### config.mk
export PLATFORM = sky130hd
export DESIGN_NAME = pcd_clock_regs
export DESIGN_NICKNAME = d
export VERILOG_FILES = /design/src/include/pcd_pkg.sv /design/src/verilog/pcd_clock_regs.sv /design/src/verilog/pcd_split_commit.sv
export SDC_FILE = /design/constraint.sdc
export NUM_CORES = 1
export LEC_CHECK = 0
export BUFFER_PORTS_ARGS = -buffer_cell sky130_fd_sc_hd__buf_2
export CORE_MARGIN = 2
export CORE_UTILIZATION = 51
export CTS_BUF_LIST = sky130_fd_sc_hd__clkbuf_8 sky130_fd_sc_hd__clkbuf_16
export CTS_CLUSTER_DIAMETER = 120
export DETAILED_ROUTE_END_ITERATION = 10
export PLACE_DENSITY = 0.83
export RECOVER_POWER = 50
export SLEW_MARGIN = 25
export SYNTH_ARGS = -nofsm -noshare
export SYNTH_HDL_FRONTEND = slang
export SYNTH_HIERARCHICAL = 1
export SYNTH_SLANG_ARGS = --single-unit
### constraint.sdc
create_clock -name mclk_i -period 1.3 [get_ports mclk_i]
set_input_delay 0.13 -clock mclk_i [delete_from_list [all_inputs] [get_ports mclk_i]]
set_output_delay 0.13 -clock mclk_i [all_outputs]
set_load 0.01 [all_outputs]
### src/include/pcd_pkg.sv
/*
  Shared constants, types and decode functions for the playback clock chain
  configuration registers. Assumes a single 100 MHz clock domain and a register
  access port driven by the serial control port decoder on the same clock.
*/
package pcd_pkg;

  // ==========================================================================
  // Widths
  // ==========================================================================
  localparam int PCD_ADDR_W = 7;
  localparam int PCD_DATA_W = 8;

  // ==========================================================================
  // Register offsets on the default page
  // ==========================================================================
  localparam logic [6:0] PCD_ADDR_FRAC_HI = 7'h07;
  localparam logic [6:0] PCD_ADDR_FRAC_LO = 7'h08;
  localparam logic [6:0] PCD_ADDR_RSVD_A = 7'h09;
  localparam logic [6:0] PCD_ADDR_RSVD_B = 7'h0a;
  localparam logic [6:0] PCD_ADDR_COARSE = 7'h0b;
  localparam logic [6:0] PCD_ADDR_FINE = 7'h0c;
  localparam logic [6:0] PCD_ADDR_OSR_HI = 7'h0d;
  localparam logic [6:0] PCD_ADDR_OSR_LO = 7'h0e;
  localparam logic [6:0] PCD_ADDR_INSTR = 7'h0f;
  localparam logic [6:0] PCD_ADDR_INTERP = 7'h10;
  localparam logic [6:0] PCD_ADDR_RSVD_C = 7'h11;

  // ==========================================================================
  // Reset values and field masks
  // ==========================================================================
  localparam logic [7:0] PCD_RST_FRAC_HI = 8'h00;
  localparam logic [7:0] PCD_RST_FRAC_LO = 8'h00;
  localparam logic [7:0] PCD_RST_DIV = 8'h01;
  localparam logic [7:0] PCD_RST_OSR_HI = 8'h00;
  localparam logic [7:0] PCD_RST_OSR_LO = 8'h80;
  localparam logic [7:0] PCD_RST_INSTR = 8'h80;
  localparam logic [7:0] PCD_RST_INTERP = 8'h08;
  localparam logic [7:0] PCD_MASK_FRAC_HI = 8'h3f;
  localparam logic [7:0] PCD_MASK_OSR_HI = 8'h03;
  localparam logic [7:0] PCD_MASK_INTERP = 8'h0f;
  localparam logic [7:0] PCD_MASK_DIV_RATIO = 8'h7f;
  localparam int PCD_DIV_PWR_BIT = 7;

  // ==========================================================================
  // Decoded values for an all-zero field
  // ==========================================================================
  localparam logic [7:0] PCD_DIV_ZERO_RATIO = 8'h80;
  localparam logic [10:0] PCD_OSR_ZERO_RATIO = 11'h400;
  localparam logic [10:0] PCD_INSTR_ZERO_COUNT = 11'h400;
  localparam logic [4:0] PCD_INTERP_ZERO_RATIO = 5'h10;

  // ==========================================================================
  // Types
  // ==========================================================================
  typedef struct packed {
    logic en;
    logic [6:0] addr;
    logic [7:0] data;
  } pcd_wr_t;

  typedef struct packed {
    logic pwr;
    logic [7:0] ratio;
  } pcd_div_t;

  typedef enum logic [0:0] {
    PCD_SPLIT_IDLE = 1'b0,
    PCD_SPLIT_ARMED = 1'b1
  } pcd_split_state_t;

  typedef struct packed {
    pcd_split_state_t state;
    logic [7:0] staged;
    logic [7:0] hi;
    logic [7:0] lo;
  } pcd_split_t;

  typedef struct packed {
    logic [7:0] coarse_reg;
    logic [7:0] fine_reg;
    logic [7:0] instr_reg;
    logic [7:0] interp_reg;
    logic [7:0] rd_data;
    logic rd_valid;
    logic [13:0] frac;
    pcd_div_t coarse;
    pcd_div_t fine;
    logic [10:0] osr;
    logic [10:0] instr;
    logic [4:0] interp;
  } pcd_main_t;

  // ==========================================================================
  // Decode functions
  // ==========================================================================
  function automatic pcd_div_t pcd_div_decode(input logic [7:0] r);
    pcd_div_t d;
    d.pwr = r[PCD_DIV_PWR_BIT];
    d.ratio = ((r & PCD_MASK_DIV_RATIO) == 8'h00) ? PCD_DIV_ZERO_RATIO : (r & PCD_MASK_DIV_RATIO);
    return d;
  endfunction : pcd_div_decode

  function automatic logic [10:0] pcd_osr_decode(input logic [7:0] hi, input logic [7:0] lo);
    logic [9:0] v;
    v = {hi[1:0], lo};
    return (v == 10'h000) ? PCD_OSR_ZERO_RATIO : {1'b0, v};
  endfunction : pcd_osr_decode

  function automatic logic [10:0] pcd_instr_decode(input logic [7:0] r);
    return (r == 8'h00) ? PCD_INSTR_ZERO_COUNT : {1'b0, r, 2'b00};
  endfunction : pcd_instr_decode

  function automatic logic [4:0] pcd_interp_decode(input logic [7:0] r);
    return (r[3:0] == 4'h0) ? PCD_INTERP_ZERO_RATIO : {1'b0, r[3:0]};
  endfunction : pcd_interp_decode

endpackage : pcd_pkg

### src/verilog/pcd_clock_regs.sv
/*
  Playback clock chain configuration registers on the default page: fractional
  multiplier, coarse and fine playback dividers, oversampling ratio, processor
  instruction count and interpolation ratio, with decoded outputs.
  Assumes the serial control port decoder presents one-cycle write and read
  strobes on mclk_i and tells whether the default page is selected.
*/
// Function
// [RULE_01] Fraction low byte register, resets zero
// [RULE_02] Host writes fraction low right after high
// [RULE_03] Fraction high applied only on paired write
// [RULE_04] Host writes zeros to two reserved registers
// [RULE_05] Coarse divider bit seven powers it up
// [RULE_06] Coarse divider ratio field, zero means 128
// [RULE_07] Dividers reset powered down, divide by one
// [RULE_08] Fine divider bit seven powers it up
// [RULE_09] Fine divider ratio field, zero means 128
// [RULE_10] Ten-bit oversampling ratio, zero means 1024
// [RULE_11] Oversampling resets to ratio 128
// [RULE_12] Host writes oversampling low right after high
// [RULE_13] Host keeps oversampling multiple of interpolation
// [RULE_14] Instruction count four times field, zero 1024
// [RULE_15] Host keeps instructions multiple of interpolation
// [RULE_16] Interpolation four-bit field, zero means 16
// [RULE_17] Host avoids reserved register and upper bits
// [RULE_18] High parts staged, committed on next write
module pcd_clock_regs
  import pcd_pkg::*;
(
  // Clock and reset
  input wire logic mclk_i,
  input wire logic reset_n_i,
  // Register access port
  input wire logic page_zero_i,
  input wire pcd_wr_t wr_i,
  input wire logic rd_en_i,
  input wire logic [6:0] rd_addr_i,
  output logic [7:0] rd_data_o,
  output logic rd_valid_o,
  // Decoded clock chain settings
  output logic [13:0] frac_o,
  output pcd_div_t coarse_o,
  output pcd_div_t fine_o,
  output logic [10:0] osr_o,
  output logic [10:0] instr_o,
  output logic [4:0] interp_o
);

  localparam pcd_main_t RST_STATE = '{
    coarse_reg: PCD_RST_DIV,
    fine_reg: PCD_RST_DIV,
    instr_reg: PCD_RST_INSTR,
    interp_reg: PCD_RST_INTERP,
    rd_data: 8'h00,
    rd_valid: 1'b0,
    frac: {PCD_RST_FRAC_HI[5:0], PCD_RST_FRAC_LO},
    coarse: pcd_div_decode(PCD_RST_DIV),
    fine: pcd_div_decode(PCD_RST_DIV),
    osr: pcd_osr_decode(PCD_RST_OSR_HI, PCD_RST_OSR_LO),
    instr: pcd_instr_decode(PCD_RST_INSTR),
    interp: pcd_interp_decode(PCD_RST_INTERP)
  };

  pcd_main_t st_q;
  pcd_main_t st_d;

  logic [7:0] frac_hi;
  logic [7:0] frac_lo;
  logic [7:0] osr_hi;
  logic [7:0] osr_lo;
  logic frac_armed;
  logic osr_armed;

  // ==========================================================================
  // Address decode
  // ==========================================================================
  function automatic logic wr_hit(input pcd_wr_t w, input logic pz, input logic [6:0] a);
    return w.en && pz && (w.addr == a);
  endfunction : wr_hit

  // ==========================================================================
  // Split pairs
  // ==========================================================================
  pcd_split_commit #(
    .HI_MASK(PCD_MASK_FRAC_HI),
    .HI_RST(PCD_RST_FRAC_HI),
    .LO_RST(PCD_RST_FRAC_LO)
  ) u_frac (
    .mclk_i(mclk_i),
    .reset_n_i(reset_n_i),
    .wr_en_i(wr_i.en),
    .hi_sel_i(wr_hit(wr_i, page_zero_i, PCD_ADDR_FRAC_HI)),
    .lo_sel_i(wr_hit(wr_i, page_zero_i, PCD_ADDR_FRAC_LO)), // [RULE_01]
    .wdata_i(wr_i.data),
    .hi_o(frac_hi),
    .lo_o(frac_lo),
    .armed_o(frac_armed)
  );

  pcd_split_commit #(
    .HI_MASK(PCD_MASK_OSR_HI),
    .HI_RST(PCD_RST_OSR_HI),
    .LO_RST(PCD_RST_OSR_LO)
  ) u_osr (
    .mclk_i(mclk_i),
    .reset_n_i(reset_n_i),
    .wr_en_i(wr_i.en),
    .hi_sel_i(wr_hit(wr_i, page_zero_i, PCD_ADDR_OSR_HI)),
    .lo_sel_i(wr_hit(wr_i, page_zero_i, PCD_ADDR_OSR_LO)), // [RULE_11] [RULE_18]
    .wdata_i(wr_i.data),
    .hi_o(osr_hi),
    .lo_o(osr_lo),
    .armed_o(osr_armed)
  );

  // ==========================================================================
  // Register writes, read mux and decode
  // ==========================================================================
  always_comb begin
    st_d = st_q;
    if (wr_hit(wr_i, page_zero_i, PCD_ADDR_COARSE)) begin
      st_d.coarse_reg = wr_i.data;
    end
    if (wr_hit(wr_i, page_zero_i, PCD_ADDR_FINE)) begin
      st_d.fine_reg = wr_i.data;
    end
    if (wr_hit(wr_i, page_zero_i, PCD_ADDR_INSTR)) begin
      st_d.instr_reg = wr_i.data;
    end
    if (wr_hit(wr_i, page_zero_i, PCD_ADDR_INTERP)) begin
      // Upper nibble is reserved and kept at zero
      st_d.interp_reg = wr_i.data & PCD_MASK_INTERP;
    end

    st_d.rd_valid = rd_en_i;
    st_d.rd_data = 8'h00;
    if (rd_en_i && page_zero_i) begin
      case (rd_addr_i)
        PCD_ADDR_FRAC_HI: st_d.rd_data = frac_hi;
        PCD_ADDR_FRAC_LO: st_d.rd_data = frac_lo;
        PCD_ADDR_COARSE: st_d.rd_data = st_q.coarse_reg;
        PCD_ADDR_FINE: st_d.rd_data = st_q.fine_reg;
        PCD_ADDR_OSR_HI: st_d.rd_data = osr_hi;
        PCD_ADDR_OSR_LO: st_d.rd_data = osr_lo;
        PCD_ADDR_INSTR: st_d.rd_data = st_q.instr_reg;
        PCD_ADDR_INTERP: st_d.rd_data = st_q.interp_reg;
        // Reserved and unmapped addresses read as zero
        default: st_d.rd_data = 8'h00;
      endcase
    end

    st_d.frac = {frac_hi[5:0], frac_lo}; // [RULE_03]
    st_d.coarse = pcd_div_decode(st_q.coarse_reg); // [RULE_05] [RULE_06]
    st_d.fine = pcd_div_decode(st_q.fine_reg); // [RULE_08] [RULE_09]
    st_d.osr = pcd_osr_decode(osr_hi, osr_lo); // [RULE_10]
    st_d.instr = pcd_instr_decode(st_q.instr_reg); // [RULE_14]
    st_d.interp = pcd_interp_decode(st_q.interp_reg); // [RULE_16]
  end

  always_ff @(posedge mclk_i or negedge reset_n_i) begin
    if (!reset_n_i) begin
      st_q <= RST_STATE; // [RULE_07] [RULE_11]
    end else begin
      st_q <= st_d;
    end
  end

  // ==========================================================================
  // Outputs
  // ==========================================================================
  assign rd_data_o = st_q.rd_data;
  assign rd_valid_o = st_q.rd_valid;
  assign frac_o = st_q.frac;
  assign coarse_o = st_q.coarse;
  assign fine_o = st_q.fine;
  assign osr_o = st_q.osr;
  assign instr_o = st_q.instr;
  assign interp_o = st_q.interp;

  logic w_frac_hi;
  logic w_frac_lo;
  logic w_coarse;
  logic w_fine;
  logic w_osr_hi;
  logic w_osr_lo;
  logic w_instr;
  logic w_interp;
  logic rd_rsvd;

  assign w_frac_hi = wr_hit(wr_i, page_zero_i, PCD_ADDR_FRAC_HI);
  assign w_frac_lo = wr_hit(wr_i, page_zero_i, PCD_ADDR_FRAC_LO);
  assign w_coarse = wr_hit(wr_i, page_zero_i, PCD_ADDR_COARSE);
  assign w_fine = wr_hit(wr_i, page_zero_i, PCD_ADDR_FINE);
  assign w_osr_hi = wr_hit(wr_i, page_zero_i, PCD_ADDR_OSR_HI);
  assign w_osr_lo = wr_hit(wr_i, page_zero_i, PCD_ADDR_OSR_LO);
  assign w_instr = wr_hit(wr_i, page_zero_i, PCD_ADDR_INSTR);
  assign w_interp = wr_hit(wr_i, page_zero_i, PCD_ADDR_INTERP);
  assign rd_rsvd = rd_en_i && page_zero_i &&
    (rd_addr_i == PCD_ADDR_RSVD_A || rd_addr_i == PCD_ADDR_RSVD_B || rd_addr_i == PCD_ADDR_RSVD_C);
endmodule : pcd_clock_regs

### src/verilog/pcd_split_commit.sv
/*
  High/low register pair whose high part is staged and committed only when the
  low part is the very next register write. Assumes every register write of the
  port, on any page or address, is flagged on wr_en_i in the same clock domain.
*/
module pcd_split_commit
  import pcd_pkg::*;
#(
  parameter logic [7:0] HI_MASK = 8'hff,
  parameter logic [7:0] HI_RST = 8'h00,
  parameter logic [7:0] LO_RST = 8'h00
) (
  // Clock and reset
  input wire logic mclk_i,
  input wire logic reset_n_i,
  // Write port
  input wire logic wr_en_i,
  input wire logic hi_sel_i,
  input wire logic lo_sel_i,
  input wire logic [7:0] wdata_i,
  // Committed pair
  output logic [7:0] hi_o,
  output logic [7:0] lo_o,
  output logic armed_o
);

  localparam pcd_split_t RST_STATE = '{state: PCD_SPLIT_IDLE, staged: HI_RST, hi: HI_RST, lo: LO_RST};

  pcd_split_t s_q;
  pcd_split_t s_d;

  // ==========================================================================
  // Staging and commit
  // ==========================================================================
  always_comb begin
    s_d = s_q;
    if (wr_en_i && hi_sel_i) begin
      s_d.staged = wdata_i & HI_MASK; // [RULE_18]
    end
    if (wr_en_i && lo_sel_i) begin
      s_d.lo = wdata_i;
    end
    case (s_q.state)
      PCD_SPLIT_IDLE: begin
        if (wr_en_i && hi_sel_i) begin
          s_d.state = PCD_SPLIT_ARMED;
        end
      end
      PCD_SPLIT_ARMED: begin
        if (wr_en_i) begin
          // Any other write in between, except a new high write, disarms, so the high part is dropped
          if (lo_sel_i) begin
            s_d.hi = s_q.staged; // [RULE_03] [RULE_18]
          end
          s_d.state = hi_sel_i ? PCD_SPLIT_ARMED : PCD_SPLIT_IDLE;
        end
      end
      default: begin
        s_d.state = PCD_SPLIT_IDLE;
      end
    endcase
  end

  always_ff @(posedge mclk_i or negedge reset_n_i) begin
    if (!reset_n_i) begin
      s_q <= RST_STATE;
    end else begin
      s_q <= s_d;
    end
  end

  assign hi_o = s_q.hi;
  assign lo_o = s_q.lo;
  assign armed_o = (s_q.state == PCD_SPLIT_ARMED);

endmodule : pcd_split_commit
==> metrics.md, run 1 <==
| Metric | Value |
|---|---|
| Wire per inst | 18.51 um |
| WP data required | 1700 ps |
| Synth area leaders | dfrtp_1, buf_4, mux2_2, mux2_1, dfstp_2 |
| Lkg Pwr | 3.334 nW |
| CTS H-tree depth | 4 |
| RSZ-0062 raised after global routing | true |
| Number of CTS-inserted buffers | 17 |
| Ant. Diodes | 0 |
| Area share of the largest cell type after synthesis | 0.5248 |
| Slew Viols, Final | 0 |
| Post-DP Area | 5838 um2 |
| Reg power frac | 0.459 |
| Period utilisation layout | 1.084 |
| Largest net degree at the start of global routing | 37 |
| Number of global-route vias before repair | 3,517 |
| Clock Latency Late Sink | 530 ps |
| Die area | 11,890 um2 |
| Initial DRC Count | 144 |
| Proportion of layout cells with a drive suffix above 1 | 0.4581 |
| Layout Area Growth over Synthesis | 14.90% |
| Sink Count | 128 |
| Drt via density | 5.237 |
| Setup violators final | 1 |
| Final min period | 1409 ps |
| Slew margin rel. | 0.5459 |
| Final Hold Fails | 0 |
| Core area | 10,790 um2 |
| Final wirelength | 11,640 um |
| Post-Syn Area | 5627 um2 |
| CP Class | reg -> reg |
| DRT Pass-1 Iters | 5 |
| Dpl cells | 585 |
| Global-route wire length before repair | 18,240 um |
| Number of antenna violations at the first check in global routing | 0 |
| Count leader, synth | dfrtp_1 |
| CP Capture Type | flip-flop |
| Crit path from | st_q[88] |
| Failing checks | negative setup slack |
| Post-synth EDFFs | 0 |
| Status | complete, but fails checks |
| Logic pwr share | 0.070 |
| Worst clock skew | 9.136 ps |
| Area leader, netlist | dfrtp_1 |
| Post-route setup slack | -109.4 ps |
| Dpl ws | -325.3 ps |
| Peak supply drop | 776.2 uV |
| Die H | 109.0 um |
| Top_reg_cell synth | dfrtp_1 |
| Worst r2r src | st_q[88] |
| Pwr dens | 1426 nW/um2 |
| NetSw | 2.238 mW |
| Clk buf depth | 2 |
| P_int | 6.978 mW |
| Max frequency | 709.5 MHz |
| Post-detail-place hpwl | 8508 um |
| Core Rows | 38 |
| CP startpoint kind | flip-flop |
| Routed vias | 3,294 |
| Maximum capacitance violations | 0 |
| Port bufs | 92 |
| Initial Utilization | 0.5213 |
| I/O pin cnt | 95 |
| Die width | 109.0 um |
| Sw Share | 0.2429 |
| GP Congestion | 0.8524 |
| WP data arrival | 1810 ps |
| Yosys warns | 6 |
| Total track usage | 0.2112 |
| Fin util | 0.5990 |
| Clk pwr share | 0.472 |
| Worst-path clk slew | 60 ps |
| #FFs+latches synth | 128 |
| Library cells used by synthesis | 42 |
| Hold_ws | 12.65 ps |
| ANT nets after route | 0 |
| Syn Inst Count | 442 |
| Post-Syn Area per Cell | 12.73 um2 |
| Nets | 503 |
| Sequential-to-total area share from yosys stat | 0.5715 |
| CP max FO | 3 |
| GRT overflow | 0 |
| Root Buffer | clkbuf_8 |
| Async set or reset register ratio after synthesis | 1.000 |
| Synth cell count leaders | dfrtp_1, buf_4, mux2_2, clkbuf_1, mux2_1 |
| Worst-margin pin slew | 681.1 ps |
| HP Class | in -> reg |
| Post-Layout Cell Count | 629 |
| DRC errors left | 0 |
| TritonCTS clock tree | done |
| Design Area, Final | 6465 um2 |
| Hold Crit Start | wr_i[15] |
-- per-layer routing --
metal  vias to the layer above  global-route usage  share of wire
met5                         -                   0              0
met4                         0             0.08425          0.020
met3                        25             0.05320          0.056
met2                       123              0.3429           0.49
met1                      1668              0.2719           0.43
li1                       1478                   -              -
-- power by group through the flow --
stage / Sequential (mW) / Combinational, mW / Clock, mW
6_report: 4.23 / 0.642 / 4.35
5_1_grt: 4.24 / 0.705 / 4.57
4_1_cts: 4.23 / 0.671 / 4.40
3_5_place_dp: 4.30 / 0.632 / 0
3_3_place_gp: 4.29 / 0.617 / 0
2_1_floorplan: 4.27 / 0.413 / 0
-- sequential cells by signal (all words and copies together) (netlist names), 6 cells and up, named ones only --
signal,cells
fine_o,9
frac_o,14
u_frac/lo_o,8
u_frac/s_q,6
coarse_o,9
u_osr/lo_o,8
osr_o,11
rd_data_o,8
st_q,26
u_frac/hi_o,6
instr_o,9
-- through the flow --
stage	TNS [ps]	total power [mW]
final	-109.4	9.217
after global routing	-182.5	9.511
after CTS	-111.8	9.303
after detailed placement	-10440	4.930
after global placement	-7865	4.908
after floorplan	-346.9	4.682
-- area by class of cell --
type	instances	area, um2
Clock buffer	17	414.1
Clock inverter	15	133.9
Fill cell	840	4328
Inverter	3	11.26
Multi-Input combinational cell	178	1572
Sequential cell	128	3216
Tap cell	140	175.2
Timing Repair Buffer	148	943.4
-- layout by cell type (no fill, tap or decap), types with 6 or more instances in the layout --
| cell | n |
|---|---|
| dfrtp_1 | 118 |
| buf_2 | 85 |
| mux2_2 | 38 |
| mux2_1 | 28 |
| buf_4 | 28 |
| a22oi_1 | 20 |
| clkbuf_16 | 16 |
| clkbuf_1 | 11 |
| conb_1 | 10 |
| dlygate4sd3_1 | 10 |
| nor2_1 | 6 |
| nand2_1 | 6 |
| dfstp_2 | 6 |
-- cells by family (layout without fill, tap and decap cells) --
logic type	count (synthesis)	count (layout)	share of synthesized area
buf+inv	143	183	0.1626
compound gates	41	41	0.05270
flops	128	128	0.5715
simple gates	59	59	0.07249
other cells	3	10	0.002001
mux	68	68	0.1388
-- worst paths after layout --
kind	slack, ps	depth (start not counted)	end
hold reg to reg	390	0	osr_o[7]
min in group asynchronous	170	2	st_q[85]
setup / recovery	-110	3	rd_data_o[4]
max in group asynchronous	220	3	frac_o[7]
setup reg to reg	-110	3	rd_data_o[4]
hold / removal	10	3	flip-flop
-- worst max-delay path, stage by stage, from the launching register on --
cell,delay (ps)
dfrtp_1,420
mux4_2,500
a221oi_2,270
nor2_1,90
-- what timing repair did --
item	CTS	global route
endpoints found under the hold margin	174	0
pin swaps	1	0
buffers inserted	1	1
hold buffers	10	0
gates resized for setup	4	4
endpoints found under the setup margin	6	8
(Power assumes the default switching activity.)
==> run 2: changes to the inputs <==
CORE_ASPECT_RATIO = 1.5   (was unset)
TNS_END_PERCENT = 50   (was unset)
==> metrics.md, run 2 (synthesis results as in run 1) <==
| Metric | Value |
|---|---|
| Status | complete, but fails checks |
| Failing checks | negative setup slack |
| Port bufs | 92 |
| Die width | 89.76 um |
| Peak supply drop | 845.9 uV |
| Crit-path cells | mux4_2 -> a221oi_2 -> nor2_1 |
| CTS H-tree depth | 4 |
| Crit path largest cell delay | 520 ps |
| Layout Area Growth over Synthesis | 14.48% |
| Crit path from | st_q[88] |
| Die H | 132.6 um |
| Post-detail-place hpwl | 8842 um |
| Design Area, Final | 6441 um2 |
| Global-route wire length before repair | 19,260 um |
| Min-Delay Endpoint | st_d[35] |
| Total track usage | 0.2180 |
| Pwr dens | 1540 nW/um2 |
| CP max-delay cell | mux4_2 |
| Lkg Pwr | 3.323 nW |
| Number of CTS-inserted buffers | 17 |
| Routed vias | 3,331 |
| Worst-path clk slew | 60 ps |
| Final wirelength | 12,470 um |
| HP Class | in -> reg |
| Period utilisation layout | 1.069 |
| Final min period | 1390 ps |
| Reg with most FFs | st_q |
| Slew margin rel. | 0.6279 |
| Fillers | 838 |
| I/O pin cnt | 95 |
| Worst clock skew | 7.454 ps |
| ANT nets after route | 0 |
| Post-CTS Setup Repair Bufs | 0 |
| WP buf/inv | 0 |
| Sink Count | 128 |
| Multi-input gate area | 1584 um2 |
| Most common cell after layout, fill and taps aside | dfrtp_1 |
| CP startpoint kind | flip-flop |
| Post-route setup slack | -90.11 ps |
| Nets | 495 |
| CP Capture Type | flip-flop |
| Worst r2r src | st_q[88] |
| Number of global-route vias before repair | 3,570 |
| Core Rows | 47 |
| WP data arrival | 1690 ps |
| Setup TNS | -175.5 ps |
| Ant. Diodes | 0 |
| Die area | 11,910 um2 |
| Storage element area | 3216 um2 |
| FF-to-FF path depth | 3 |
| RSZ-0062 raised after global routing | true |
| Drt via density | 5.304 |
| Crit-path leading delay family | multiplexers |
| Max frequency | 719.4 MHz |
| Core area | 10,880 um2 |
| Largest net degree at the start of global routing | 42 |
| Initial DRC Count | 230 |
| Worst reg2reg endpoint | rd_data_o[4] |
| Dpl ws | -290.2 ps |
| Number of antenna violations at the first check in global routing | 0 |
| Maximum capacitance violations | 0 |
| Final Hold Fails | 0 |
| GRT overflow | 0 |
| DRC errors left | 0 |
| Clock Latency Late Sink | 420 ps |
| DRT Pass-1 Iters | 4 |
| Setup violators final | 3 |
| WP data required | 1600 ps |
| Post-DP Area | 5837 um2 |
| Worst-margin pin slew | 558.1 ps |
| Proportion of layout cells with a drive suffix above 1 | 0.4657 |
| Max reg flops | 26 |
| Most frequent cells in the layout | dfrtp_1, buf_2, mux2_2 |
| CP max FO | 2 |
| Initial Utilization | 0.5172 |
| Root Buffer | clkbuf_16 |
| CP Class | reg -> reg |
| Hold Path Stages | 2 |
| TritonCTS clock tree | done |
| Hold Crit Start | wr_i[7] |
| R2R setup slack | -90 ps |
| Wire per inst | 19.85 um |
| Clk buf depth | 2 |
| Slew Viols, Final | 0 |
| GP Congestion | 0.8905 |
-- run 2: worst max-delay path by stage --
stage | end | slack, ps | depth (start not counted)
2_1_floorplan | u_osr/lo_o[0] | -60 | 6
3_3_place_gp | u_osr/lo_o[0] | -250 | 7
3_5_place_dp | rd_data_o[1] | -290 | 5
4_1_cts | rd_data_o[4] | -70 | 3
5_1_grt | rd_data_o[4] | -110 | 3
6_report | rd_data_o[4] | -90 | 3
-- run 2: final cells by class --
cell class	instances	share of cell area
clock inverters	15	0.03244
inverters	3	0.001748
flip-flops and latches	128	0.4992
well taps	147	0.02855
clock buffers	17	0.06605
repair buffers	140	0.1261
multi-input cells	178	0.2459
-- run 2: through the flow --
| step | cells | power, mW | util | hold slack, ps |
|---|---|---|---|---|
| 2_1_floorplan | 449 | 4.682 | - | -165.6 |
| 3_3_place_gp | 594 | 4.907 | 0.5365 | 11.67 |
| 3_5_place_dp | 594 | 4.929 | 0.5365 | 22.05 |
| 4_1_cts | 628 | 9.974 | 0.5978 | 16.01 |
| 5_1_grt | 628 | 10.22 | 0.5921 | 30.30 |
| 6_report | 628 | 9.917 | 0.5921 | 26.22 |
-- run 2: power breakdown --
part	internal [mW]	switching [mW]	total (mW)
sequential	4.14	0.0866	4.23
combinational	0.267	0.369	0.636
clock	3.23	1.82	5.05
-- run 2: routing by layer --
layer | GRT usage | part of all wire | vias up
li1 | - | - | 1459
met1 | 0.2337 | 0.37 | 1699
met2 | 0.3855 | 0.55 | 128
met3 | 0.05752 | 0.044 | 45
met4 | 0.1291 | 0.043 | 0
met5 | 0 | 0 | -
-- run 2: what timing repair did --
action                                 4_1_cts  5_1_grt
resized for setup                            2        3
endpoints found under the hold margin      120        0
hold buffers                                 2        0
setup endpoints to repair                    3        4
pin swaps                                    1        0
